<file path="src/asp_defs.svh">
`ifndef ASP_DEFS_SVH
`define ASP_DEFS_SVH

`define ASP_CLK_NS      20
`define ASP_MS_NS       1000000
`define ASP_MS_CYC      (`ASP_MS_NS / `ASP_CLK_NS)
`define ASP_SPD_W       24
`define ASP_TIM_W       16

`define ASP_REG_CTRL    8'h00
`define ASP_REG_SPEED   8'h04
`define ASP_REG_BIAS    8'h08
`define ASP_REG_ACC     8'h0c
`define ASP_REG_TARGET  8'h10
`define ASP_REG_TPOS    8'h14
`define ASP_REG_TJOG    8'h18
`define ASP_REG_THOME   8'h1c
`define ASP_REG_TSPD    8'h20
`define ASP_REG_STATUS  8'h24
`define ASP_REG_POS     8'h28
`define ASP_REG_ISTAT   8'h2c
`define ASP_REG_IMASK   8'h30

`define ASP_CMD_TABLE   0
`define ASP_CMD_DIRECT  1
`define ASP_CMD_JOG     2
`define ASP_CMD_HOME    3
`define ASP_CMD_SPDCHG  4
`define ASP_CMD_HALT    5
`define ASP_CMD_PROG    6
`define ASP_CMD_DUAL    7
`define ASP_CMD_DIR     8

`define ASP_OP_STANDBY  8'h00
`define ASP_OP_STOPPED  8'h01
`define ASP_OP_BUSY     8'h02
`define ASP_OP_ERROR    8'hff

`define ASP_IRQ_DONE    0
`define ASP_IRQ_ERR     1
`define ASP_IRQ_HIT     2

`define ASP_RESP_OKAY   2'h0
`define ASP_RESP_SLVERR 2'h2

`endif

</file>
<file path="src/asp_pkg.sv">
package asp_pkg;
`include "asp_defs.svh"

   typedef enum logic [5:0] {
      ASP_IDLE   = 6'h01,
      ASP_ACCEL  = 6'h02,
      ASP_RUN    = 6'h04,
      ASP_CALC   = 6'h08,
      ASP_DECEL  = 6'h10,
      ASP_FINISH = 6'h20
   } asp_state_t;

   typedef enum logic [1:0] {
      ASP_CTL_POS  = 2'h0,
      ASP_CTL_JOG  = 2'h1,
      ASP_CTL_HOME = 2'h2
   } asp_ctl_t;

   typedef struct packed {
      logic        en;
      logic [7:0]  addr;
      logic [31:0] data;
      logic [3:0]  strb;
   } asp_wr_t;

   typedef struct packed {
      logic       en;
      logic [7:0] addr;
   } asp_rd_t;

   function automatic logic asp_addr_ok(logic [7:0] a);
      return (a[1:0] == 2'h0) && (a <= `ASP_REG_IMASK);
   endfunction

endpackage

</file>
<file path="src/asp_axil.sv">
`timescale 1ns/1ps
`include "asp_defs.svh"
module asp_axil (
   input  wire logic            clk,
   input  wire logic            rst,
   input  wire logic [7:0]      awaddr,
   input  wire logic            awvalid,
   output logic                 awready,
   input  wire logic [31:0]     wdata,
   input  wire logic [3:0]      wstrb,
   input  wire logic            wvalid,
   output logic                 wready,
   output logic [1:0]           bresp,
   output logic                 bvalid,
   input  wire logic            bready,
   input  wire logic [7:0]      araddr,
   input  wire logic            arvalid,
   output logic                 arready,
   output logic [31:0]          rdata,
   output logic [1:0]           rresp,
   output logic                 rvalid,
   input  wire logic            rready,
   output asp_pkg::asp_wr_t     wr,
   output asp_pkg::asp_rd_t     rd,
   input  wire logic [31:0]     rd_data
);
   typedef struct packed {
      logic             awready;
      logic             wready;
      logic             aw_ok;
      logic             w_ok;
      logic             bvalid;
      logic [1:0]       bresp;
      logic             arready;
      logic             rvalid;
      logic [1:0]       rresp;
      logic [31:0]      rdata;
      asp_pkg::asp_wr_t wr;
      asp_pkg::asp_rd_t rd;
   } asp_axil_t;

   asp_axil_t s_ff;
   asp_axil_t nxt_s;

   always_comb begin
      nxt_s = s_ff;
      nxt_s.wr.en = 1'b0;
      nxt_s.rd.en = 1'b0;
      if (awvalid && s_ff.awready) begin
         nxt_s.awready = 1'b0;
         nxt_s.aw_ok = 1'b1;
         nxt_s.wr.addr = awaddr;
      end
      if (wvalid && s_ff.wready) begin
         nxt_s.wready = 1'b0;
         nxt_s.w_ok = 1'b1;
         nxt_s.wr.data = wdata;
         nxt_s.wr.strb = wstrb;
      end
      if (s_ff.aw_ok && s_ff.w_ok) begin
         nxt_s.aw_ok = 1'b0;
         nxt_s.w_ok = 1'b0;
         nxt_s.wr.en = 1'b1;
         nxt_s.bvalid = 1'b1;
         nxt_s.bresp = asp_pkg::asp_addr_ok(s_ff.wr.addr) ?
                       `ASP_RESP_OKAY : `ASP_RESP_SLVERR;
      end
      if (s_ff.bvalid && bready) begin
         nxt_s.bvalid = 1'b0;
         nxt_s.awready = 1'b1;
         nxt_s.wready = 1'b1;
      end
      if (arvalid && s_ff.arready) begin
         nxt_s.arready = 1'b0;
         nxt_s.rd.en = 1'b1;
         nxt_s.rd.addr = araddr;
      end
      if (s_ff.rd.en) begin
         nxt_s.rvalid = 1'b1;
         nxt_s.rdata = rd_data;
         nxt_s.rresp = asp_pkg::asp_addr_ok(s_ff.rd.addr) ?
                       `ASP_RESP_OKAY : `ASP_RESP_SLVERR;
      end
      if (s_ff.rvalid && rready) begin
         nxt_s.rvalid = 1'b0;
         nxt_s.arready = 1'b1;
      end
   end

   always_ff @(posedge clk or posedge rst) begin
      if (rst) begin
         s_ff <= '0;
         s_ff.awready <= 1'b1;
         s_ff.wready <= 1'b1;
         s_ff.arready <= 1'b1;
      end else begin
         s_ff <= nxt_s;
      end
   end

   assign awready = s_ff.awready;
   assign wready  = s_ff.wready;
   assign bvalid  = s_ff.bvalid;
   assign bresp   = s_ff.bresp;
   assign arready = s_ff.arready;
   assign rvalid  = s_ff.rvalid;
   assign rdata   = s_ff.rdata;
   assign rresp   = s_ff.rresp;
   assign wr      = s_ff.wr;
   assign rd      = s_ff.rd;
endmodule

</file>
<file path="src/asp_div.sv">
`timescale 1ns/1ps
`include "asp_defs.svh"
module asp_div #(
   parameter int NW = `ASP_SPD_W,
   parameter int DW = `ASP_TIM_W
) (
   input  wire logic          clk,
   input  wire logic          rst,
   input  wire logic          go,
   input  wire logic [NW-1:0] num,
   input  wire logic [DW-1:0] den,
   output logic               done,
   output logic [NW-1:0]      quo
);
   localparam int CW = $clog2(NW + 1);

   if (NW < 2 || DW < 2) begin : g_chk
      $error("asp_div: widths too small");
   end

   typedef struct packed {
      logic          busy;
      logic          done;
      logic [CW-1:0] cnt;
      logic [DW:0]   rem;
      logic [DW-1:0] den;
      logic [NW-1:0] quo;
   } asp_div_t;

   asp_div_t s_ff;
   asp_div_t nxt_s;
   logic [DW:0] trial;

   always_comb begin
      nxt_s = s_ff;
      nxt_s.done = 1'b0;
      trial = {s_ff.rem[DW-1:0], s_ff.quo[NW-1]};
      if (go) begin
         nxt_s.busy = 1'b1;
         nxt_s.cnt = CW'(NW);
         nxt_s.rem = '0;
         nxt_s.den = den;
         nxt_s.quo = num;
      end else if (s_ff.busy) begin
         nxt_s.quo = {s_ff.quo[NW-2:0], 1'b0};
         if (trial >= {1'b0, s_ff.den}) begin
            nxt_s.rem = trial - {1'b0, s_ff.den};
            nxt_s.quo[0] = 1'b1;
         end else begin
            nxt_s.rem = trial;
         end
         nxt_s.cnt = s_ff.cnt - 1'b1;
         if (s_ff.cnt == CW'(1)) begin
            nxt_s.busy = 1'b0;
            nxt_s.done = 1'b1;
         end
      end
   end

   always_ff @(posedge clk or posedge rst) begin
      if (rst) begin
         s_ff <= '0;
      end else begin
         s_ff <= nxt_s;
      end
   end

   assign done = s_ff.done;
   assign quo  = s_ff.quo;
endmodule

</file>
<file path="src/asp_stop_ctrl.sv">
`timescale 1ns/1ps
`include "asp_defs.svh"
module asp_stop_ctrl #(
   parameter int MS_CYC = `ASP_MS_CYC,
   parameter int SPD_W  = `ASP_SPD_W,
   parameter int TIM_W  = `ASP_TIM_W
) (
   input  wire logic        clk,
   input  wire logic        rst,
   input  wire logic [7:0]  awaddr,
   input  wire logic        awvalid,
   output logic             awready,
   input  wire logic [31:0] wdata,
   input  wire logic [3:0]  wstrb,
   input  wire logic        wvalid,
   output logic             wready,
   output logic [1:0]       bresp,
   output logic             bvalid,
   input  wire logic        bready,
   input  wire logic [7:0]  araddr,
   input  wire logic        arvalid,
   output logic             arready,
   output logic [31:0]      rdata,
   output logic [1:0]       rresp,
   output logic             rvalid,
   input  wire logic        rready,
   input  wire logic        drive_ready,
   output logic             pulse_out,
   output logic             dir_out,
   output logic             irq
);
   localparam int MSW = $clog2(MS_CYC);

   if (MS_CYC < 2 || SPD_W > 31 || TIM_W > SPD_W || TIM_W < 2)
   begin : g_chk
      $error("asp_stop_ctrl: unsupported parameters");
   end

   typedef struct packed {
      asp_pkg::asp_state_t st;
      asp_pkg::asp_ctl_t   ctl;
      logic                spdchg;
      logic                posmode;
      logic                dir;
      logic                pulse;
      logic                irq;
      logic                drv1;
      logic                drv2;
      logic                c_err;
      logic                c_halt;
      logic                div_go;
      logic [MSW-1:0]      ms;
      logic [31:0]         phase;
      logic [31:0]         pos;
      logic [31:0]         target;
      logic [SPD_W-1:0]    speed;
      logic [SPD_W-1:0]    tgt;
      logic [SPD_W-1:0]    step;
      logic [SPD_W-1:0]    r_speed;
      logic [SPD_W-1:0]    r_bias;
      logic [SPD_W-1:0]    r_acc;
      logic [TIM_W-1:0]    tleft;
      logic [TIM_W-1:0]    r_tpos;
      logic [TIM_W-1:0]    r_tjog;
      logic [TIM_W-1:0]    r_thome;
      logic [TIM_W-1:0]    r_tspd;
      logic [7:0]          op;
      logic [2:0]          ist;
      logic [2:0]          imask;
   } asp_main_t;

   asp_main_t        s_ff;
   asp_main_t        nxt_s;
   asp_pkg::asp_wr_t wr;
   asp_pkg::asp_rd_t rd;
   logic [31:0]      rd_data;
   logic             div_done;
   logic [SPD_W-1:0] div_quo;
   function automatic logic [31:0] wmerge(logic [31:0] old,
                                          asp_pkg::asp_wr_t w);
      logic [31:0] r;
      r = old;
      for (int i = 0; i < 4; i++) begin
         if (w.strb[i]) begin
            r[i*8 +: 8] = w.data[i*8 +: 8];
         end
      end
      return r;
   endfunction
   function automatic logic hit_reg(asp_pkg::asp_wr_t w,
                                    logic [7:0] a);
      return w.en && (w.addr == a);
   endfunction
   // stop time of the running control
   function automatic logic [TIM_W-1:0] sel_time(asp_main_t q);
      if (q.spdchg) begin
         return q.r_tspd;
      end
      unique case (q.ctl)
         asp_pkg::ASP_CTL_JOG:  return q.r_tjog;
         asp_pkg::ASP_CTL_HOME: return q.r_thome;
         default:               return q.r_tpos;
      endcase
   endfunction
   logic [7:0]       cmd;
   logic             moving;
   logic             tick;
   logic [32:0]      acc;
   logic             wrap;
   logic [31:0]      pos_nx;
   logic             hit;
   logic             err;
   logic             ret;
   logic             cause;
   logic             start;
   logic [SPD_W-1:0] floor_spd;
   logic [SPD_W-1:0] dec_spd;
   logic [SPD_W-1:0] acc_spd;
   logic [TIM_W-1:0] t_sel;
   logic [SPD_W-1:0] div_num;
   logic [TIM_W-1:0] div_den;
   assign cmd = hit_reg(wr, `ASP_REG_CTRL) ? wr.data[7:0] : 8'h00;
   assign moving = (s_ff.st != asp_pkg::ASP_IDLE);
   assign tick = (s_ff.ms == '0);
   assign acc = {1'b0, s_ff.phase} + {{(33-SPD_W){1'b0}}, s_ff.speed};
   assign wrap = moving && acc[32];
   assign pos_nx = s_ff.pos + {31'h0, wrap};
   assign hit = s_ff.posmode && wrap && (pos_nx == s_ff.target);
   assign err = moving && (!s_ff.drv2 || cmd[`ASP_CMD_PROG]);
   assign ret = moving && s_ff.posmode &&
                hit_reg(wr, `ASP_REG_TARGET) && (wr.data <= s_ff.pos);
   assign cause = err || cmd[`ASP_CMD_HALT] || ret;
   assign start = |{cmd[`ASP_CMD_TABLE], cmd[`ASP_CMD_DIRECT],
                    cmd[`ASP_CMD_JOG], cmd[`ASP_CMD_HOME],
                    cmd[`ASP_CMD_DUAL]};
   assign floor_spd = (s_ff.r_bias == '0) ? SPD_W'(1) : s_ff.r_bias;
   assign dec_spd = ({1'b0, s_ff.speed} > {1'b0, floor_spd} + s_ff.step) ?
                    s_ff.speed - s_ff.step : floor_spd;
   assign acc_spd = ({1'b0, s_ff.speed} + s_ff.r_acc > {1'b0, s_ff.tgt}) ?
                    s_ff.tgt : s_ff.speed + s_ff.r_acc;
   assign t_sel = sel_time(s_ff);
   assign div_num = (s_ff.speed > floor_spd) ? s_ff.speed - floor_spd : '0;
   assign div_den = (s_ff.tleft == '0) ? TIM_W'(1) : s_ff.tleft;

   always_comb begin
      nxt_s = s_ff;
      nxt_s.div_go = 1'b0;
      nxt_s.drv1 = drive_ready;
      nxt_s.drv2 = s_ff.drv1;
      nxt_s.ms = tick ? MSW'(MS_CYC - 1) : s_ff.ms - 1'b1;
      if (moving) begin
         nxt_s.phase = acc[31:0];
         nxt_s.pos = pos_nx;
      end
      if (wr.en) begin
         unique case (wr.addr)
            `ASP_REG_SPEED:  nxt_s.r_speed = SPD_W'(wmerge(
                                32'(s_ff.r_speed), wr));
            `ASP_REG_BIAS:   nxt_s.r_bias = SPD_W'(wmerge(
                                32'(s_ff.r_bias), wr));
            `ASP_REG_ACC:    nxt_s.r_acc = SPD_W'(wmerge(
                                32'(s_ff.r_acc), wr));
            `ASP_REG_TARGET: nxt_s.target = wmerge(s_ff.target, wr);
            `ASP_REG_TPOS:   nxt_s.r_tpos = TIM_W'(wmerge(
                                32'(s_ff.r_tpos), wr));
            `ASP_REG_TJOG:   nxt_s.r_tjog = TIM_W'(wmerge(
                                32'(s_ff.r_tjog), wr));
            `ASP_REG_THOME:  nxt_s.r_thome = TIM_W'(wmerge(
                                32'(s_ff.r_thome), wr));
            `ASP_REG_TSPD:   nxt_s.r_tspd = TIM_W'(wmerge(
                                32'(s_ff.r_tspd), wr));
            `ASP_REG_IMASK:  nxt_s.imask = 3'(wmerge(32'(s_ff.imask), wr));
            default: ;
         endcase
      end
      // error causes are recorded in every state except ASP_IDLE
      if (err) begin
         nxt_s.c_err = 1'b1;
      end
      unique case (s_ff.st)
         asp_pkg::ASP_IDLE: begin
            // stop causes do nothing here
            if (start && s_ff.drv2 && !cmd[`ASP_CMD_PROG]) begin
               nxt_s.st = asp_pkg::ASP_ACCEL;
               nxt_s.posmode = cmd[`ASP_CMD_TABLE] ||
                               cmd[`ASP_CMD_DIRECT] || cmd[`ASP_CMD_DUAL];
               nxt_s.ctl = cmd[`ASP_CMD_JOG]  ? asp_pkg::ASP_CTL_JOG :
                           cmd[`ASP_CMD_HOME] ? asp_pkg::ASP_CTL_HOME :
                                                asp_pkg::ASP_CTL_POS;
               nxt_s.spdchg = 1'b0;
               nxt_s.dir = wr.data[`ASP_CMD_DIR];
               nxt_s.speed = floor_spd;
               nxt_s.tgt = s_ff.r_speed;
               nxt_s.phase = '0;
               nxt_s.pos = '0;
               nxt_s.c_err = 1'b0;
               nxt_s.c_halt = 1'b0;
               nxt_s.op = `ASP_OP_BUSY;
               nxt_s.ms = MSW'(MS_CYC - 1);
            end
         end
         asp_pkg::ASP_ACCEL,
         asp_pkg::ASP_RUN: begin
            if (s_ff.st == asp_pkg::ASP_ACCEL && tick) begin
               nxt_s.speed = (s_ff.speed > s_ff.tgt) ? s_ff.tgt : acc_spd;
            end
            if (nxt_s.speed == s_ff.tgt) begin
               nxt_s.st = asp_pkg::ASP_RUN;
            end
            if (cmd[`ASP_CMD_SPDCHG]) begin
               nxt_s.tgt = s_ff.r_speed;
               nxt_s.spdchg = 1'b1;
               nxt_s.st = asp_pkg::ASP_ACCEL;
            end
            if (cause) begin
               // halt affects only this axis, never a partner axis
               nxt_s.c_halt = cmd[`ASP_CMD_HALT];
               nxt_s.speed = s_ff.speed;
               nxt_s.tleft = t_sel;
               nxt_s.st = asp_pkg::ASP_CALC;
            end
         end
         asp_pkg::ASP_CALC: begin
            // speed held while the slope is computed
            if (s_ff.tleft == '0) begin
               nxt_s.st = asp_pkg::ASP_FINISH;
            end else if (!s_ff.div_go && div_done) begin
               nxt_s.step = (div_quo == '0) ? SPD_W'(1) : div_quo;
               nxt_s.st = asp_pkg::ASP_DECEL;
               nxt_s.ms = MSW'(MS_CYC - 1);
            end
         end
         asp_pkg::ASP_DECEL: begin
            // halt commands are ignored while ramping down
            if (tick) begin
               nxt_s.speed = dec_spd;
               nxt_s.tleft = s_ff.tleft - 1'b1;
               if (s_ff.tleft == TIM_W'(1)) begin
                  nxt_s.st = asp_pkg::ASP_FINISH;
               end
            end
         end
         asp_pkg::ASP_FINISH: begin
            if (s_ff.speed == '0) begin
               nxt_s.speed = floor_spd;
            end
            if (wrap) begin
               nxt_s.st = asp_pkg::ASP_IDLE;
            end
         end
      endcase
      if (s_ff.st == asp_pkg::ASP_ACCEL || s_ff.st == asp_pkg::ASP_RUN) begin
         if (cause) begin
            nxt_s.div_go = 1'b1;
         end
      end
      if (hit) begin
         nxt_s.st = asp_pkg::ASP_IDLE;
      end
      if (moving && nxt_s.st == asp_pkg::ASP_IDLE) begin
         nxt_s.speed = '0;
         nxt_s.phase = '0;
         nxt_s.op = nxt_s.c_err  ? `ASP_OP_ERROR :
                    nxt_s.c_halt ? `ASP_OP_STOPPED :
                                   `ASP_OP_STANDBY;
      end
      if (hit_reg({rd.en, rd.addr, 36'h0}, `ASP_REG_ISTAT)) begin
         nxt_s.ist = 3'h0;
      end
      nxt_s.ist[`ASP_IRQ_DONE] = nxt_s.ist[`ASP_IRQ_DONE] ||
                                 (moving && nxt_s.st == asp_pkg::ASP_IDLE);
      nxt_s.ist[`ASP_IRQ_ERR] = nxt_s.ist[`ASP_IRQ_ERR] || err;
      nxt_s.ist[`ASP_IRQ_HIT] = nxt_s.ist[`ASP_IRQ_HIT] || hit;
      nxt_s.irq = |(nxt_s.ist & nxt_s.imask);
      nxt_s.pulse = (nxt_s.st != asp_pkg::ASP_IDLE) && nxt_s.phase[31];
   end

   always_ff @(posedge clk or posedge rst) begin
      if (rst) begin
         s_ff <= '0;
         s_ff.st <= asp_pkg::ASP_IDLE;
      end else begin
         s_ff <= nxt_s;
      end
   end

   always_comb begin
      unique case (rd.addr)
         `ASP_REG_SPEED:  rd_data = 32'(s_ff.r_speed);
         `ASP_REG_BIAS:   rd_data = 32'(s_ff.r_bias);
         `ASP_REG_ACC:    rd_data = 32'(s_ff.r_acc);
         `ASP_REG_TARGET: rd_data = s_ff.target;
         `ASP_REG_TPOS:   rd_data = 32'(s_ff.r_tpos);
         `ASP_REG_TJOG:   rd_data = 32'(s_ff.r_tjog);
         `ASP_REG_THOME:  rd_data = 32'(s_ff.r_thome);
         `ASP_REG_TSPD:   rd_data = 32'(s_ff.r_tspd);
         `ASP_REG_STATUS: rd_data = {15'h0, s_ff.drv2, 2'h0,
                                     s_ff.st, s_ff.op};
         `ASP_REG_POS:    rd_data = s_ff.pos;
         `ASP_REG_ISTAT:  rd_data = {29'h0, s_ff.ist};
         `ASP_REG_IMASK:  rd_data = {29'h0, s_ff.imask};
         default:         rd_data = 32'h0;
      endcase
   end
   asp_axil u_axil (
      .clk(clk), .rst(rst), .awaddr(awaddr), .awvalid(awvalid),
      .awready(awready), .wdata(wdata), .wstrb(wstrb), .wvalid(wvalid),
      .wready(wready), .bresp(bresp), .bvalid(bvalid), .bready(bready),
      .araddr(araddr), .arvalid(arvalid), .arready(arready), .rdata(rdata),
      .rresp(rresp), .rvalid(rvalid), .rready(rready), .wr(wr), .rd(rd),
      .rd_data(rd_data));
   asp_div #(.NW(SPD_W), .DW(TIM_W)) u_div (
      .clk(clk), .rst(rst), .go(s_ff.div_go), .num(div_num), .den(div_den),
      .done(div_done), .quo(div_quo));
   assign pulse_out = s_ff.pulse;
   assign dir_out   = s_ff.dir;
   assign irq       = s_ff.irq;
endmodule
</file>
<file path="config.mk">
export PLATFORM = sky130hd
export DESIGN_NAME = asp_stop_ctrl
export DESIGN_NICKNAME = d
export VERILOG_FILES = /design/src/asp_pkg.sv /design/src/asp_axil.sv /design/src/asp_div.sv /design/src/asp_stop_ctrl.sv
export VERILOG_INCLUDE_DIRS = /design/src /design/src/src
export SDC_FILE = /design/constraint.sdc
export NUM_CORES = 2
export LEC_CHECK = 0
export BUFFER_PORTS_ARGS = -buffer_cell sky130_fd_sc_hd__buf_4
export CAP_MARGIN = 0
export CORE_MARGIN = 5
export CORE_UTILIZATION = 59
export DETAILED_ROUTE_END_ITERATION = 16
export GPL_TIMING_DRIVEN = 0
export PLACE_DENSITY = 0.76
export SLEW_MARGIN = 20
export SYNTH_ARGS = -nofsm -noshare
export SYNTH_HDL_FRONTEND = slang
export SYNTH_HIERARCHICAL = 1
export SYNTH_SLANG_ARGS = --single-unit
</file>
<file path="constraint.sdc">
create_clock -name clk -period 12.56 [get_ports clk]
set_input_delay 0.628 -clock clk [delete_from_list [all_inputs] [get_ports clk]]
set_output_delay 0.628 -clock clk [all_outputs]
set_load 0.01 [all_outputs]
</file>
==> impl_metrics.ini <==
[layout]
nets = 4473
fin_area_mm2 = 0.04061
final_util_pct = 65.81
area_delta_synth_final_pct = 10.65
num_antenna_cells = 0
num-fill-cells = 5208
final_layout_size_suffix_gt1_share_pct = 15.54

[logic_synthesis]
synth_edf_count = 0
syn-instance-count = 3989
syn_avg_cell_area_um2 = 9.201
synth_cell_types = 103
ys_ff_latch = 521
ys_async_sr_fraction_pct = 100.0
yosysWarnings = 6
syn_area_mm2 = 0.03670
synth-main-ff-cell = dfrtp_1
ys_seq_area_share_pct = 35.53

[clock_tree]
htree_levels = 2
insertion_delay_ns = 0.65
clockRootBuffer = clkbuf_16
clkTransAtPathRegs_ns = 0.06
cts-buffers-inserted = 59
cts_hold_buffers = 1
post_cts_buffers = 0
cts_max_path_buffers = 3
cts_resized = 0
cts_tree = built
clock-sinks = 521

[floorplanning]
num_rows = 91
initial_utilization_pct = 59.48
die_area_mm2 = 0.06730
die_y_um = 259.4
coreArea_mm2 = 0.06171
die-width_um = 259.4
io_pins = 104

[critical_path]
slowest_delay_ns = 0.93
path_buf_inv = 3
cp-end-kind = flop
crit_fanout = 13
required_ns = 13.06
path_cells = fa_1, a211oi_1, o21a_1, o32ai_1, a311o_1, a311oi_1, o31ai_2, nand3b_1, inv_1, ha_1, ha_1, clkbuf_1, nand4_1, nor2_1, clkbuf_1, nand4_1, xnor2_1, mux2i_1, a21oi_1, or4_1, nor4_2, o21ai_1, mux2i_1
cpMaxStageDelayCell = nor4_2
critPathLaunchType = flop
worstSetupPathType = reg -> reg
crit_arrival_ns = 9.97
critPathTopFamily = simple AND/OR/NAND/NOR gates

[global_routing]
grt_pass1_vias = 31790
grt_max_degree = 98
track_usage_pct = 35.57
grt_pass1_wl_um = 186600
antenna_found_initial = 0
globalRouteOverflowTotal = 0

[power_and_ir_drop]
p_leak_nw = 18.44
p_total_mw = 8.265
p_clk_share_pct = 20.7
seqPwrFrac_pct = 29.5
peakVddDrop_mv = 0.1387
power.density_mw_per_mm2 = 203.5
p_int_mw = 4.761
swShare_pct = 42.39
combPwrFrac_pct = 49.8
p_switching_mw = 3.504

[placement]
dpl_worst_slack_ns = 3.513
io_buffers = 101
placed_area_mm2 = 0.03870
dp_hpwl_um = 93360
routabilityCongestion = 1.060

[sta]
slew_viol_final = 0
fin_ws_ns = 3.086
rsz0062_at_grt = no
fmax_ghz = 0.1055
worstMarginPinSlew_ns = 1.246
fin_crit_sh_pct = 75.43
setup_violations = 0
skew_ns = 0.03088
holdWs_ns = 0.08417
relSlewSlack_pct = 16.63
final-hold-violation-count = 0
layout_min_cycle_time_ns = 9.474

[detailed_routing]
route.antenna.remaining_nets = 0
drt-wirelength-per-cell_um = 24.43
num_vias = 32670
drc_errors = 0
vias_per_cell = 6.484
routed_wl_um = 123100
initialDrtViolationCount = 3514
dr.pass1.iters = 6

[run]
maxCapViolCount = 0

[hold_path]
hold_path_class = in -> reg

[outcome]
status = completed
## layer usage
layer / GRT usage [%] / vias up / part of all wire, % / wire [um]
met1: 45.50 / 15680 / 38 / 47290
li1: - / 14780 / - / -
met5: 0 / - / 0 / 0
met2: 55.83 / 1745 / 45 / 54880
met3: 7.402 / 467 / 9.6 / 11770
met4: 21.41 / 0 / 7.4 / 9148
## stage by stage
stage               instances  TNS (ns)
finish                   5038         0
global route             5038         0
CTS                      5038         0
detailed placement       4934         0
global placement         4928   -906.01
floorplan                3990         0
## placed cells by master, fill, tap and decap left out, types with 34 or more instances in the layout
cell type | synthesis | routed
nor2_1 | 280 | 280
inv_1 | 194 | 191
xor2_1 | 87 | 87
ha_1 | 248 | 248
xnor2_1 | 117 | 117
nand4_1 | 71 | 71
clkbuf_16 | 0 | 59
a21oi_1 | 213 | 213
mux2i_1 | 65 | 65
clkbuf_1 | 171 | 186
a211oi_1 | 45 | 45
dfrtp_1 | 517 | 517
a22oi_1 | 76 | 76
nor4_1 | 45 | 45
o21ai_0 | 288 | 288
a221oi_1 | 35 | 35
nand3_1 | 107 | 107
buf_4 | 119 | 220
nor3_1 | 91 | 89
a21o_1 | 52 | 52
o21a_1 | 34 | 34
nand2_1 | 332 | 332
mux2_2 | 216 | 216
## path summary, 6_finish.rpt
path                       cells after the start  slack, ns                  start                        to
max reg2reg                                   23       3.09  s_ff[215]$_DFFE_PP0P_       s_ff[7]$_DFFE_PP0P_
max in group asynchronous                      6      10.43                    rst     s_ff[210]$_DFFE_PP0P_
max                                           23       3.09  s_ff[215]$_DFFE_PP0P_       s_ff[7]$_DFFE_PP0P_
min in group asynchronous                      3       0.50                    rst  u_axil/rd[5]$_DFFE_PP0P_
min reg2reg                                    0       0.36   nxt_s[353]$_DFF_PP0_       s_ff[353]$_DFF_PP0_
min                                            1       0.08            drive_ready      nxt_s[353]$_DFF_PP0_
## sequential cells by signal, summed over array words and instances (netlist names), 2 cells and up
signal,cells
s_ff,359
u_axil/wr,45
u_div/s_ff,38
u_axil/rdata,32
u_div/quo,24
u_axil/rd,9
u_axil/s_ff,2
## power groups by stage
stage,Clock (mW),Combinational (mW),Sequential (mW)
finish,1.71,4.12,2.44
global route,1.79,4.49,2.46
CTS,1.73,4.04,2.42
detailed placement,0,4.00,2.44
global placement,0,3.92,2.43
floorplan,0,3.07,2.24
## synthesized netlist by cell type (30+ instances only)
master | number | share of area (%)
a211oi_1 | 45 | 0.92
a21o_1 | 52 | 1.1
a21oi_1 | 213 | 2.9
a221oi_1 | 35 | 0.84
a22oi_1 | 76 | 1.6
buf_4 | 119 | 2.4
clkbuf_1 | 171 | 1.7
dfrtp_1 | 517 | 35
ha_1 | 248 | 8.5
inv_1 | 194 | 2.0
mux2_2 | 216 | 6.6
mux2_4 | 31 | 1.3
mux2i_1 | 65 | 1.8
nand2_1 | 332 | 3.4
nand3_1 | 107 | 1.5
nand4_1 | 71 | 1.2
nor2_1 | 280 | 2.9
nor3_1 | 91 | 1.2
nor4_1 | 45 | 0.77
o21a_1 | 34 | 0.70
o21ai_0 | 288 | 3.9
o31ai_1 | 30 | 0.61
xnor2_1 | 117 | 2.8
xor2_1 | 87 | 2.1
## final cells by class
class,count,area [um^2],share of cell area [%]
multi-input cells,2948,21170,52.12
flip-flops and latches,521,13040,32.11
plain buffers,327,1790,4.409
clock buffers,87,1712,4.215
well taps,837,1047,2.579
repair buffers,108,925.9,2.280
inverters,194,743.2,1.830
clock inverters,16,182.7,0.4498
## cells by family (layout without fill, tap and decap cells)
family                   count (synthesis)  in the layout  share of synthesized area (%)
AND/OR/NAND/NOR                       1132           1132                          15.09
AO/OA/AOI/OAI                         1038           1038                          18.82
flip-flops                             521            521                          35.53
buffers and inverters                  521            732                          6.862
multiplexers                           312            312                          9.668
adder cells (fa/ha/maj)                254            254                          8.781
XOR/XNOR                               210            210                          5.236
other                                    1              2                        0.01022
(Power assumes the default switching activity.)
